[config.mk]
export PLATFORM = sky130hd
export DESIGN_NAME = fieldbus_command_word_decoder
export DESIGN_NICKNAME = d
export VERILOG_FILES = /design/src/hw/cmd_word_pkg.sv /design/src/hw/cmd_edge_detect.sv /design/src/hw/fieldbus_command_word_decoder.sv
export VERILOG_INCLUDE_DIRS = /design/src /design/src/hw
export SDC_FILE = /design/constraint.sdc
export NUM_CORES = 1
export LEC_CHECK = 0
export BUFFER_PORTS_ARGS = -buffer_cell sky130_fd_sc_hd__clkbuf_2
export CAP_MARGIN = 40
export CORE_MARGIN = 2
export CORE_UTILIZATION = 50
export CTS_CLUSTER_SIZE = 10
export DETAILED_ROUTE_END_ITERATION = 8
export PLACE_DENSITY_LB_ADDON = 0.12
export SLEW_MARGIN = 20
export SYNTH_ARGS = -nofsm -noshare
export SYNTH_HDL_FRONTEND = slang
export SYNTH_SLANG_ARGS = --single-unit
[constraint.sdc]
create_clock -name clk -period 3.65 [get_ports clk]
set_input_delay 1.095 -clock clk [delete_from_list [all_inputs] [get_ports clk]]
set_output_delay 1.095 -clock clk [all_outputs]
set_load 0.05 [all_outputs]
[src/hw/cmd_word_consts.svh]
// constants for the fieldbus command word decoder
`ifndef CMD_WORD_CONSTS_SVH
`define CMD_WORD_CONSTS_SVH

// ========================================================
// command word field positions
`define CMD_BIT_SWITCH_ON    0
`define CMD_BIT_BREAKER_EN   1
`define CMD_BIT_QUICK_STOP   2
`define CMD_BIT_START        3
`define CMD_BIT_PRECHARGE    4
`define CMD_BIT_EVENT_CLEAR  7
`define CMD_BIT_VALID        10
`define CMD_BIT_WATCHDOG     11
`define CMD_AUX_LSB          12
`define CMD_AUX_MSB          15

// ========================================================
// reset and default values
`define CMD_WORD_WIDTH       16
`define CMD_DEFAULT_WORD     16'h0005
`define CMD_USED_MASK        16'hFC9F

`endif

[src/hw/cmd_word_pkg.sv]
// types for the fieldbus command word decoder
package cmd_word_pkg;

    // ========================================================
    // start sequencing state
    typedef enum logic [1:0] {
        START_OFF,
        START_RUN,
        START_BLOCKED
    } start_state_e;

endpackage : cmd_word_pkg

[src/hw/cmd_edge_detect.sv]
// rising edge detector over successive effective command words
`timescale 1ns/10ps
`default_nettype none

module cmd_edge_detect #(
    parameter int WIDTH = 16
) (
    input  wire logic             clk,
    input  wire logic             sys_rst,
    input  wire logic             sample,
    input  wire logic [WIDTH-1:0] word,
    input  wire logic [WIDTH-1:0] reset_word,
    output logic      [WIDTH-1:0] rise
);

    // ========================================================
    // previous word and edge pulses
    logic [WIDTH-1:0] prev_word;
    logic             prev_loaded;

    // refuse a width the word logic cannot serve
    if (WIDTH < 1) begin : g_bad_width
        $error("cmd_edge_detect: WIDTH must be at least 1");
    end

    // previous word is loaded with each sampled word; the reset word stands in for it until the first sample
    always_ff @(posedge clk or posedge sys_rst) begin
        if (sys_rst) begin
            prev_word   <= '0;
            prev_loaded <= 1'b0;
        end else if (sample) begin
            prev_word   <= word;
            prev_loaded <= 1'b1;
        end
    end

    // one-cycle pulse per bit going low to high between samples
    always_ff @(posedge clk or posedge sys_rst) begin
        if (sys_rst) begin
            rise <= '0;
        end else if (sample) begin
            rise <= word & ~(prev_loaded ? prev_word : reset_word);
        end else begin
            rise <= '0;
        end
    end

endmodule : cmd_edge_detect

`default_nettype wire

[src/hw/fieldbus_command_word_decoder.sv]
// fieldbus command word decoder for the grid converter
`timescale 1ns/10ps
`default_nettype none

`include "cmd_word_consts.svh"

// Functional notes
// - start bit low stops a running unit or abandons an unfinished startup
// - start bit high begins startup sequence or keeps the unit running
// - pre-charge starts only on a rising edge of the start bit
// - edge start mode: an edge that cannot be honoured is discarded; precharge_trigger still pulses on it
// - application pre-charge control follows bit 4 level
// - bit 4 ignored when pre-charge is not application controlled
// - each rising edge of bit 7 issues one event clear pulse
// - valid bit low freezes the last word processed while valid was high
// - on Modbus the valid bit qualifies only the command word
// - watchdog bit always comes from the current incoming word
// - default word 0x5 initially and while watchdog fault is active
// - master drives bit 11 as watchdog, fed to watchdog supervision
// - bits 12 to 15 drive auxiliary virtual slots, active when one
// - operation needs switch-on permission and start; dropping permission stops
// - bit 2 low requests quick stop, halting modulation
module fieldbus_command_word_decoder
    import cmd_word_pkg::*;
#(
    parameter int WIDTH    = `CMD_WORD_WIDTH,
    parameter int AUX_BITS = 4
) (
    input  wire logic                clk,
    input  wire logic                sys_rst,
    input  wire logic                pd_update,
    input  wire logic [WIDTH-1:0]    incoming_command_word,
    input  wire logic [WIDTH-1:0]    proc_value_in,
    input  wire logic                modbus_link,
    input  wire logic                watchdog_fault,
    input  wire logic                edge_start_mode,
    input  wire logic                precharge_app_ctrl,
    input  wire logic                start_possible,
    input  wire logic                unit_running,
    output logic      [WIDTH-1:0]    effective_word,
    output logic      [WIDTH-1:0]    proc_value_out,
    output logic                     watchdog_bit,
    output logic                     run_request,
    output logic                     stop_request,
    output logic                     precharge_trigger,
    output logic                     precharge_enable,
    output logic                     main_breaker_enable,
    output logic                     quick_stop,
    output logic                     event_clear,
    output logic      [AUX_BITS-1:0] aux_slot
);

    // ========================================================
    // elaboration checks
    if (WIDTH != `CMD_WORD_WIDTH) begin : g_bad_width
        $error("decoder: WIDTH must be 16");
    end
    if (AUX_BITS != `CMD_AUX_MSB - `CMD_AUX_LSB + 1) begin : g_bad_aux
        $error("decoder: AUX_BITS must be 4");
    end

    // ========================================================
    // internal signals
    logic [WIDTH-1:0] held_word;
    logic [WIDTH-1:0] next_effective;
    logic [WIDTH-1:0] rise;
    logic             eff_sample;
    logic             upd_d1;
    start_state_e     start_state;
    start_state_e     next_start_state;
    logic             permit;
    logic             start_level;
    logic             start_rise;

    // bit picker shared by the decode below
    function automatic logic cmd_bit(input logic [WIDTH-1:0] w, input int pos);
        cmd_bit = w[pos];
    endfunction : cmd_bit

    // ========================================================
    // input qualification
    // held word starts at the default and only follows valid words
    always_ff @(posedge clk or posedge sys_rst) begin
        if (sys_rst) begin
            held_word <= `CMD_DEFAULT_WORD;
        end else if (pd_update && cmd_bit(incoming_command_word, `CMD_BIT_VALID)) begin
            held_word <= incoming_command_word;
        end
    end

    // other process values: modbus bypasses the valid gate
    always_ff @(posedge clk or posedge sys_rst) begin
        if (sys_rst) begin
            proc_value_out <= '0;
        end else if (pd_update &&
                     (modbus_link || cmd_bit(incoming_command_word, `CMD_BIT_VALID))) begin
            proc_value_out <= proc_value_in;
        end
    end

    // watchdog taken from every incoming word, valid or not
    always_ff @(posedge clk or posedge sys_rst) begin
        if (sys_rst) begin
            watchdog_bit <= 1'b0;
        end else if (pd_update) begin
            watchdog_bit <= cmd_bit(incoming_command_word, `CMD_BIT_WATCHDOG);
        end
    end

    // effective word: default while the watchdog fault is active
    always_comb begin
        next_effective = watchdog_fault ? `CMD_DEFAULT_WORD : held_word;
        next_effective = next_effective & `CMD_USED_MASK;
    end

    always_ff @(posedge clk or posedge sys_rst) begin
        if (sys_rst) begin
            effective_word <= `CMD_DEFAULT_WORD;
        end else begin
            effective_word <= next_effective;
        end
    end

    // strobe marking that effective_word reflects a fresh update
    // two stages: held_word then effective_word, so the edge compare sees the new word
    always_ff @(posedge clk or posedge sys_rst) begin
        if (sys_rst) begin
            upd_d1     <= 1'b0;
            eff_sample <= 1'b0;
        end else begin
            upd_d1     <= pd_update;
            eff_sample <= upd_d1;
        end
    end

    // ========================================================
    // edge detection between successive effective words
    cmd_edge_detect #(
        .WIDTH      (WIDTH)
    ) u_edge (
        .clk        (clk),
        .sys_rst    (sys_rst),
        .sample     (eff_sample),
        .word       (effective_word),
        .reset_word (`CMD_DEFAULT_WORD),
        .rise       (rise)
    );

    assign permit      = cmd_bit(effective_word, `CMD_BIT_SWITCH_ON);
    assign start_level = cmd_bit(effective_word, `CMD_BIT_START);
    assign start_rise  = cmd_bit(rise, `CMD_BIT_START);

    // ========================================================
    // start sequencing
    always_comb begin
        next_start_state = start_state;
        case (start_state)
            START_OFF: begin
                if (edge_start_mode) begin
                    if (start_rise && permit) begin
                        // an edge that cannot be served is dropped
                        next_start_state = start_possible ? START_RUN
                                                          : START_BLOCKED;
                    end
                end else if (start_level && permit) begin
                    next_start_state = START_RUN;
                end
            end
            START_RUN: begin
                if (!start_level || !permit) begin
                    next_start_state = START_OFF;
                end
            end
            START_BLOCKED: begin
                // wait for start low so a fresh edge is needed
                if (!start_level) begin
                    next_start_state = START_OFF;
                end
            end
            default: begin
                next_start_state = START_OFF;
            end
        endcase
    end

    always_ff @(posedge clk or posedge sys_rst) begin
        if (sys_rst) begin
            start_state <= START_OFF;
        end else begin
            start_state <= next_start_state;
        end
    end

    // run and stop requests toward the sequencer
    always_ff @(posedge clk or posedge sys_rst) begin
        if (sys_rst) begin
            run_request  <= 1'b0;
            stop_request <= 1'b0;
        end else begin
            run_request  <= (next_start_state == START_RUN);
            stop_request <= (next_start_state != START_RUN) && unit_running;
        end
    end

    // ========================================================
    // pre-charge control
    // pre-charge kicked off only by a start edge under permission
    always_ff @(posedge clk or posedge sys_rst) begin
        if (sys_rst) begin
            precharge_trigger <= 1'b0;
        end else begin
            precharge_trigger <= start_rise && permit;
        end
    end

    // application-held pre-charge level, ignored otherwise
    always_ff @(posedge clk or posedge sys_rst) begin
        if (sys_rst) begin
            precharge_enable <= 1'b0;
        end else begin
            precharge_enable <= precharge_app_ctrl && permit &&
                                cmd_bit(effective_word, `CMD_BIT_PRECHARGE);
        end
    end

    // ========================================================
    // level decodes
    always_ff @(posedge clk or posedge sys_rst) begin
        if (sys_rst) begin
            main_breaker_enable <= 1'b0;
            quick_stop          <= 1'b0;
            aux_slot            <= '0;
        end else begin
            main_breaker_enable <= permit && cmd_bit(effective_word, `CMD_BIT_BREAKER_EN);
            quick_stop          <= !cmd_bit(effective_word, `CMD_BIT_QUICK_STOP);
            aux_slot            <= effective_word[`CMD_AUX_MSB:`CMD_AUX_LSB];
        end
    end

    // ========================================================
    // event clear: one pulse per rising edge of the reset bit
    always_ff @(posedge clk or posedge sys_rst) begin
        if (sys_rst) begin
            event_clear <= 1'b0;
        end else begin
            event_clear <= cmd_bit(rise, `CMD_BIT_EVENT_CLEAR);
        end
    end

endmodule : fieldbus_command_word_decoder

`default_nettype wire

==> Word level (Yosys, flattened, before mapping) <==
Index checks and enable logic that the tools add are counted.
{ "totals": {"romBits": 0, "out_inout_bits": 44, "ramBits": 0, "n_memories": 0, "latchBits": 0, "regBits": 75, "word_cells": 48} }
{ "classes": {"bitwise": 2, "n_mux": 10, "n_mul": 0, "magnitude_cmp": 0, "n_eq_ne": 4, "shift": 0, "addsub": 0, "n_div": 0, "reduce_logical": 14} }
{ "op_table": {"columns": ["operator", "n"], "rows": [
  ["16-bit 2-to-1 mux", 1],
  ["8-bit 2-to-1 mux", 2],
  ["2-bit 2-to-1 mux", 6],
  ["8-bit AND", 1],
  ["1-bit logical AND", 8],
  ["8-bit inverter", 1],
  ["2-bit case mux with 3 select lines", 1],
  ["2-bit by 1-bit == test with 1-bit output (second input constant)", 2],
  ["1-bit zero test", 3],
  ["2-bit == test (second input constant)", 1],
  ["2-bit zero test", 1],
  ["1-bit logical OR", 2],
  ["2-bit by 1-bit inequality test with 1-bit output (second input constant)", 1]
]} }

==> Depth between registers and ports, before layout <==
Gate-level depths: netlist of run 1.
{ "logic_depth": {"word_depth": 6, "mapped_depth": 3} }

==> Cells and area by module <==
A second synthesis of run 1 with hierarchy kept.
{ "hier_totals": {"hier_cells": 245, "area_unflattened_um2": 3395.8} }
{ "modules_own_cells": {"columns": ["module", "cells_each", "instances", "area_each_um2"], "rows": [
  ["fieldbus_command_word_decoder", 124, 1, 2021.9],
  ["cmd_edge_detect", 121, 1, 1373.8]
]} }

==> Worst setup path before layout of run 1 <==
OpenSTA, ideal clock, no wires.
{ "synth_path": {"path_type": "input port to flip-flop", "startpoint": "in incoming_command_word[10]", "endpoint": "reg proc_value_out[0]", "cell_stages": 3, "arrival_ns": 1.796, "path_buffers": 1, "setup_time_ns": 0.125, "path_slack_ns": 1.729, "cell_sequence": "o21ai_4 > buf_12 > mux2_4"} }
{ "synth_between": {"elab_chain_len": 2} }
{ "synth_lines": {"columns": ["item", "line", "source"], "rows": [
  ["start, declared", "fieldbus_command_word_decoder.sv:32", "input wire logic [WIDTH-1:0] incoming_command_word,"],
  ["1-bit logical OR", "fieldbus_command_word_decoder.sv:96", "(modbus_link || cmd_bit(incoming_command_word, `CMD_BIT_VALID))) begin"],
  ["1-bit logical AND", "fieldbus_command_word_decoder.sv:95", "end else if (pd_update &&"],
  ["end signal, assigned", "fieldbus_command_word_decoder.sv:97", "proc_value_out <= proc_value_in;"],
  ["end, declared", "fieldbus_command_word_decoder.sv:41", "output logic [WIDTH-1:0] proc_value_out,"]
]} }
No other way between the ends.
A chain may end at the register's enable or synchronous reset.

==> Final worst setup path of run 1 <==
{ "layout_path": {"startpoint": "reg effective_word[0]", "endpoint": "out effective_word[0]"} }
{ "layout_rtl": {"columns": ["item", "line", "source"], "rows": [
  ["start, declared", "fieldbus_command_word_decoder.sv:40", "output logic [WIDTH-1:0] effective_word,"],
  ["start signal, assigned", "fieldbus_command_word_decoder.sv:118", "effective_word <= `CMD_DEFAULT_WORD;"],
  ["start signal, assigned", "fieldbus_command_word_decoder.sv:120", "effective_word <= next_effective;"]
]} }
No word-level cell between the ends.

==> results of run 1 <==
==> synth_stat cells, drive strengths merged <==
| master | n | share of area (%) |
|---|---|---|
| o21ai | 3 | 1.2 |
| buf | 6 | 2.8 |
| mux2 | 28 | 16 |
| nor2b | 10 | 2.9 |
| dfstp | 4 | 4.8 |
| and2 | 2 | 0.57 |
| and3 | 1 | 0.29 |
| o21a | 1 | 0.34 |
| nand2b | 3 | 0.86 |
| clkbuf | 1 | 0.17 |
| nand2 | 4 | 0.80 |
| a21oi | 4 | 0.92 |
| nand3 | 1 | 0.23 |
| nor2 | 3 | 0.52 |
| inv | 4 | 0.69 |
| conb | 1 | 0.17 |
| dfrtp | 57 | 65 |
| and4b | 1 | 0.46 |
| or2 | 3 | 0.86 |
==> registers in the layout, summed over array words and instances, names as in the netlist, 2 cells and up <==
name and cells:
proc_value_out 16, effective_word 12, held_word 12, aux_slot 4, start_state 2, u_edge.prev_word 2, u_edge.rise 2
==> metal layers <==
layer	up-vias	share of wire [%]	global-route usage, %
li1	615	-	-
met1	682	38	19.78
met2	49	54	30.16
met3	8	5.7	6.349
met4	0	1.6	12.82
met5	-	0	0
==> where the power goes <==
group	switching (mW)	internal (mW)	leakage, nW
combinational	0.250	0.104	0.602
sequential	0.0338	0.752	0.740
clock	0.233	0.284	0.0877
total	0.517	1.14	1.43
==> metrics by stage <==
stage	worst slack (ns)	power (mW)	std cells	instance area, um^2
floorplan	1.049	1.069	140	2196
global placement	1.396	1.145	263	2591
detailed placement	1.329	1.157	263	2591
CTS	1.367	1.680	279	2763
global route	1.352	1.744	279	2763
finish	1.397	1.657	279	2763
==> how the worst max path moves through the flow <==
stage                               from            endpoint
2_1_floorplan                    sys_rst         aux_slot[0]
3_3_place_gp   incoming_command_word[10]   proc_value_out[9]
3_5_place_dp   incoming_command_word[10]  proc_value_out[14]
4_1_cts                effective_word[0]   effective_word[0]
5_1_grt                effective_word[0]   effective_word[0]
6_report               effective_word[0]   effective_word[0]
==> final cells by class <==
class,instances,area (um^2),share of cell area (%)
Sequential cell,61,1531,55.43
Multi-Input combinational cell,68,584.3,21.15
Timing Repair Buffer,78,395.4,14.31
Clock buffer,15,166.4,6.024
Tap cell,52,65.06,2.355
Inverter,4,15.01,0.5435
Clock inverter,1,5.005,0.1812
==> kinds of logic after synthesis <==
family | synth area share [%]
AOI/OAI and AO/OA | 2.463
buffers and inverters | 3.665
DFF | 70.10
muxes | 16.15
other | 0.1717
and+or+nand+nor | 7.446
==> impl_metrics.yaml, run 1 <==
placed_design:
  port_buffers: 76
  place_hpwl_um: 2771
  routabilityCongestion: 0.8277
sta:
  hold_viol: 0
  max_freq_mhz: 443.8
  whs_ns: 0.3481
  drv_slew: 0
  setup_viol_count_final: 0
  rsz0062_at_grt: "no"
  fin_skew_ns: 0.004537
  period_needed_ns: 2.253
  relSlewSlack_pct: 56.18
  setup_tns_ns: 0
  worst_pin_slew_ns: 0.6548
  post-route-period-util_pct: 61.74
clock_tree:
  clk_latency_ns: 0.32
  clock_tree.buffer_depth: 2
  cts-resized-gates: 0
  cts_buffers: 9
  h-tree-depth: 3
  cts_setup_buffers: 0
  cts_hold_buf: 0
  clock_sinks: 61
  cts_tree: "built"
  root_buffer: "clkbuf_8"
  clkTransAtPathRegs_ns: 0.06
finish:
  diodes: 0
  final.fill_count: 353
  final_core_util_pct: 64.34
  final_cell_mix: "clkbuf_2, dfrtp_1, mux2_2"
  areaGrowthSynthToFinish_pct: 26.46
  fin_nets: 263
  drive_gt1_share_pct: 56.39
  final_common_cell: "clkbuf_2"
route:
  drc: 0
  first_pass_iters: 4
  wl_um: 3814
  via_count: 1354
  drtIter0Drc: 107
  wl_per_cell_um: 13.67
  via_per_inst: 4.853
  drtAntennaViolNets: 0
floorplanning:
  core_mm2: 0.004294
  io-pin-count: 85
  die-area_mm2: 0.004914
  fp.dieH_um: 70.10
  rows: 24
  die_x_um: 70.10
  initial_core_util_pct: 50.87
critical_path:
  r2r_cells: 3
  cp_num_buf_inv: 1
  crit_required_ns: 2.55
  start_kind: "flip-flop"
  cp_data_arrival_time_ns: 1.16
  cpMaxStageDelayCell: "dfstp_2"
  r2r_slack_ns: 2.66
  cp.depth: 1
  r2r_start: "start_state[0]"
  timing.rr.end: "stop_request"
  cp-end-kind: "primary output"
  path_cells: "clkbuf_2"
  cp_top_family: "flip-flops"
  crit_path_max_incr_delay_ns: 0.56
  cp_max_fo: 5
  path_class: "reg2out"
yosys:
  yosysWarnings: 0
  ys_ff_latch: 61
  synthCells: 137
  synthDistinctLibCells: 24
  ys_seq_area_share_pct: 70.10
  syn-mean-instance-area_um2: 15.95
  syn_area_mm2: 0.002185
global_routing:
  antenna_found_initial: 0
  grtUsageTotal_pct: 18.36
  grt_start_max_net_pins: 31
  grt_overflow: 0
  grt_pass1_wl_um: 6789
  grt_pass1_vias: 1528
outcome:
  status: "finished clean"
hold_path:
  hold_path.class: "reg2reg"
  hold_depth: 0
  hp-start: "u_edge.rise[7]"
  min_to: "event_clear"
power:
  pwr_density_cell_mw_per_mm2: 600.0
  irDropWorstVdd_mv: 0.3189
  leakage_nw: 1.430
job:
  drv_cap: 0
Power figures use the tool's default switching activity.
==> inputs of run 2 (changes only) <==
- CORE_UTILIZATION: 50 -> 47
- clock period: 3.65 -> 2.29 ns (I/O delays scaled with it)
==> run 2 against run 1 <==
Global-route usage fell by 1.6 points. Register-to-register slack worse by 1.4 ns. Final area barely moved. Wire length up 1.6%. Largest cell class unchanged.
==> impl_metrics.yaml, run 2 (synthesis gave the netlist of run 1 again) <==
finish:
  final_cells: 280
  fin_nets: 265
  final_common_cell: "clkbuf_2"
  top_regs: "proc_value_out (16), effective_word (12), held_word (12)"
  largest_register_ffs: 16
  final_cell_mix: "clkbuf_2, dfrtp_1, mux2_2"
  drive_gt1_share_pct: 57.02
  top_register: "proc_value_out"
  diodes: 0
  areaGrowthSynthToFinish_pct: 26.57
  final_core_util_pct: 62.64
route:
  via_count: 1322
  drtAntennaViolNets: 0
  first_pass_iters: 4
  via_per_inst: 4.721
  wl_um: 3874
  drtIter0Drc: 53
  wl_per_cell_um: 13.84
  drc: 0
sta:
  period_needed_ns: 1.857
  max_freq_mhz: 538.6
  setup_viol_count_final: 0
  rsz0062_at_grt: "no"
  fin_skew_ns: 0.005259
  setup_tns_ns: 0
  drv_slew: 0
  post-route-period-util_pct: 81.08
  hold_viol: 0
floorplanning:
  core_mm2: 0.004414
  io-pin-count: 85
  rows: 24
  fp.dieH_um: 72.18
  die-area_mm2: 0.005209
  die_x_um: 72.18
  initial_core_util_pct: 49.49
global_routing:
  grt_pass1_wl_um: 6458
  grt_overflow: 0
  grtUsageTotal_pct: 16.73
  antenna_found_initial: 0
  grt_pass1_vias: 1400
  grt_start_max_net_pins: 23
critical_path:
  cpMaxStageDelayCell: "dfstp_2"
  crit_path_max_incr_delay_ns: 0.56
  cp_num_buf_inv: 1
  path_cells: "clkbuf_2"
  cp_max_fo: 5
  cp_top_family: "flip-flops"
  r2r_cells: 3
  cp.depth: 1
  cp_data_arrival_time_ns: 1.17
  crit_required_ns: 1.60
  path_class: "reg2out"
  start_kind: "flip-flop"
  cp-end-kind: "primary output"
clock_tree:
  cts_hold_buf: 0
  clock_sinks: 61
  root_buffer: "clkbuf_8"
  clock_tree.buffer_depth: 2
  cts-resized-gates: 0
  cts_tree: "built"
  h-tree-depth: 3
  clk_latency_ns: 0.33
  cts_buffers: 9
  cts_setup_buffers: 0
  clkTransAtPathRegs_ns: 0.06
power:
  p_total_mw: 2.599
  pwr_density_cell_mw_per_mm2: 940.0
  leakage_nw: 1.435
  irDropWorstVdd_mv: 0.4371
placed_design:
  port_buffers: 76
  routabilityCongestion: 0.7428
  dp_cells: 265
  place_hpwl_um: 2865
job:
  drv_cap: 0
outcome:
  status: "finished clean"
hold_path:
  hold_path.class: "in2async"
[run 2: changes by cell type in the layout (fill, tap and decap cells not counted)]
cell and change:
clkbuf_1 -1, clkinv_2 +1, buf_4 +2, clkbuf_8 -1
[run 2: power by group]
group          switching [mW]  internal (mW)
Combinational           0.400          0.169
Sequential             0.0542           1.20
Clock                   0.364          0.413
[run 2: routing by layer]
layer | part of all wire, % | vias up | global-route usage [%]
met4 | 2.5 | 0 | 10.69
met1 | 39 | 645 | 18.89
met3 | 6.8 | 10 | 4.861
li1 | - | 617 | -
met5 | 0 | - | 0
met2 | 52 | 50 | 27.73
[run 2: worst register-to-register path, cell delays in order, from the launching register on]
cell	delay, ns
dfstp_2	0.56
and2_1	0.16
nand3_1	0.09
a21oi_1	0.17
[run 2: per-stage QoR]
stage	instance area [um^2]	worst slack [ns]	hold WS [ns]
detailed placement	2606	0.5608	0.3356
global placement	2606	0.5994	0.3327
floorplan	2196	0.09658	0.3312
CTS	2765	0.4136	0.2828
global route	2765	0.3952	0.3095
finish	2765	0.4332	0.2874
[run 2: layout make-up]
cell class | count | area [um^2]
clock buffers | 13 | 148.9
clock inverters | 2 | 10.01
fillers | 368 | 1649
inverters | 4 | 15.01
multi-input cells | 68 | 584.3
flip-flops and latches | 61 | 1531
well taps | 52 | 65.06
repair buffers | 80 | 410.4
[run 2: worst paths after layout]
kind / startpoint / to / slack (ns)
worst max-delay path: effective_word[0] / effective_word[0] / 0.43
min in group clk: upd_d1 / eff_sample / 0.35
worst min-delay path: sys_rst / proc_value_out[6] / 0.29
worst min register to register: upd_d1 / eff_sample / 0.35
worst max register to register: effective_word[0] / start_state[1] / 1.24
max in group asynchronous: sys_rst / effective_word[0] / 1.42
==> inputs of run 3 (changes only) <==
- clock period: 2.29 -> 1.8 ns (I/O delays scaled with it)
==> run 3 against run 2 <==
Hold slack worse by 0.061 ns. Sequential cell count stayed put. Global-route usage rose by 0.43 points.
==> impl_metrics.yaml, run 3 (synthesis gave the netlist of run 1 again) <==
critical_path:
  path_cells: "clkbuf_2"
  cp_num_buf_inv: 1
  cpMaxStageDelayCell: "dfstp_2"
  start_kind: "flip-flop"
  cp_max_fo: 5
  cp-end-kind: "primary output"
  crit_path_max_incr_delay_ns: 0.57
  r2r_slack_ns: 0.76
  crit_required_ns: 1.26
  cp_data_arrival_time_ns: 1.17
  cp_top_family: "flip-flops"
  path_class: "reg2out"
placed_design:
  place_hpwl_um: 2918
  place_ws_ns: 0.3165
  port_buffers: 76
  placed_area_mm2: 0.002635
  routabilityCongestion: 0.7828
finish:
  final_core_util_pct: 63.80
  final.fill_count: 354
  largest_register_ffs: 16
  diodes: 0
  drive_gt1_share_pct: 57.21
  areaGrowthSynthToFinish_pct: 28.92
  ff_latch_area_mm2: 0.001531
  final_common_cell: "clkbuf_2"
  final_cell_mix: "clkbuf_2, dfrtp_1, mux2_2"
  top_register: "proc_value_out"
  top_regs: "proc_value_out (16), effective_word (12), held_word (12)"
  fin_nets: 265
  multi_input_area_um2: 584.3
  fin_area_mm2: 0.002816
clock_tree:
  clkTransAtPathRegs_ns: 0.06
  clock_sinks: 61
  cts-resized-gates: 0
  clock_tree.buffer_depth: 2
  cts_tree: "built"
  cts_buffers: 9
  clk_latency_ns: 0.32
  h-tree-depth: 3
  cts_hold_buf: 0
  cts_setup_buffers: 0
  root_buffer: "clkbuf_8"
sta:
  drv_slew: 0
  max_freq_mhz: 585.4
  post-route-period-util_pct: 94.90
  setup_viol_count_final: 0
  rsz0062_at_grt: "no"
  layout_setup_ws_ns: 0.09186
  period_needed_ns: 1.708
  hold_viol: 0
  fin_skew_ns: 0.006898
  setup_tns_ns: 0
power:
  leakage_nw: 1.451
  intPower_mw: 2.359
  p_total_mw: 3.407
  combPwrFrac_pct: 21.4
  clockPowerShare_pct: 31.8
  switching_share_pct: 30.76
  irDropWorstVdd_mv: 0.5716
  pwr_density_cell_mw_per_mm2: 1210
  p_sw_mw: 1.048
  seqPwrFrac_pct: 46.8
hold_path:
  hold_path.class: "in2async"
job:
  drv_cap: 0
route:
  drc: 0
  via_count: 1320
  via_per_inst: 4.698
  wl_per_cell_um: 13.97
  drtIter0Drc: 74
  drtAntennaViolNets: 0
  wl_um: 3926
  first_pass_iters: 4
floorplanning:
  rows: 24
  initial_core_util_pct: 49.49
  fp.dieH_um: 72.18
  core_mm2: 0.004414
  io-pin-count: 85
  die_x_um: 72.18
  die-area_mm2: 0.005209
outcome:
  status: "finished clean"
global_routing:
  grt_overflow: 0
  grtUsageTotal_pct: 17.16
  antenna_found_initial: 0
  grt_start_max_net_pins: 26
  grt_pass1_vias: 1479
  grt_pass1_wl_um: 6534
[run 3: cell types whose count changed in the layout (fill, tap and decap cells not counted)]
| cell | change |
|---|---|
| clkinv_2 | -1 |
| buf_12 | +2 |
| clkinvlp_4 | +1 |
| inv_2 | -1 |
| clkbuf_8 | +2 |
| buf_4 | -2 |
[run 3: per-stage QoR]
step           hold WS, ns  cells
3_3_place_gp        0.3330    265
5_1_grt             0.2293    281
6_report            0.2260    281
2_1_floorplan       0.3312    140
4_1_cts             0.2270    281
3_5_place_dp        0.3347    265
[run 3: path summary, 6_finish.rpt]
| kind | cells after the start | endpoint | start |
|---|---|---|---|
| worst max-delay path | 1 | effective_word[0] | effective_word[0] |
| worst max register to register | 3 | start_state[1] | effective_word[0] |
| max in group asynchronous | 3 | held_word[2] | sys_rst |
| min in group clk | 0 | event_clear | u_edge.rise[7] |
| worst min register to register | 0 | event_clear | u_edge.rise[7] |
| worst min-delay path | 2 | held_word[3] | sys_rst |
[run 3: power by group through the flow]
stage                     clock (mW)  sequential [mW]  combinational, mW
after CTS                       1.11             1.60              0.741
after detailed placement           0             1.62              0.740
final                           1.08             1.59              0.730
after global routing            1.19             1.61              0.769
after floorplan                    0             1.95              0.214
after global placement             0             1.61              0.725
[run 3: final cells by class]
class / instances / area share, %
flip-flops and latches: 61 / 54.38
clock inverters: 1 / 0.1777
inverters: 4 / 0.6664
multi-input cells: 68 / 20.75
clock buffers: 15 / 6.264
well taps: 52 / 2.310
repair buffers: 80 / 15.46
[run 3: per-layer routing]
layer / track usage, % / routed length [um] / vias to the layer above
met2: 29.05 / 2068 / 50
met1: 18.46 / 1525 / 648
li1: - / - / 617
met3: 7.222 / 275 / 5
met4: 8.386 / 57 / 0
met5: 0 / 0 / -
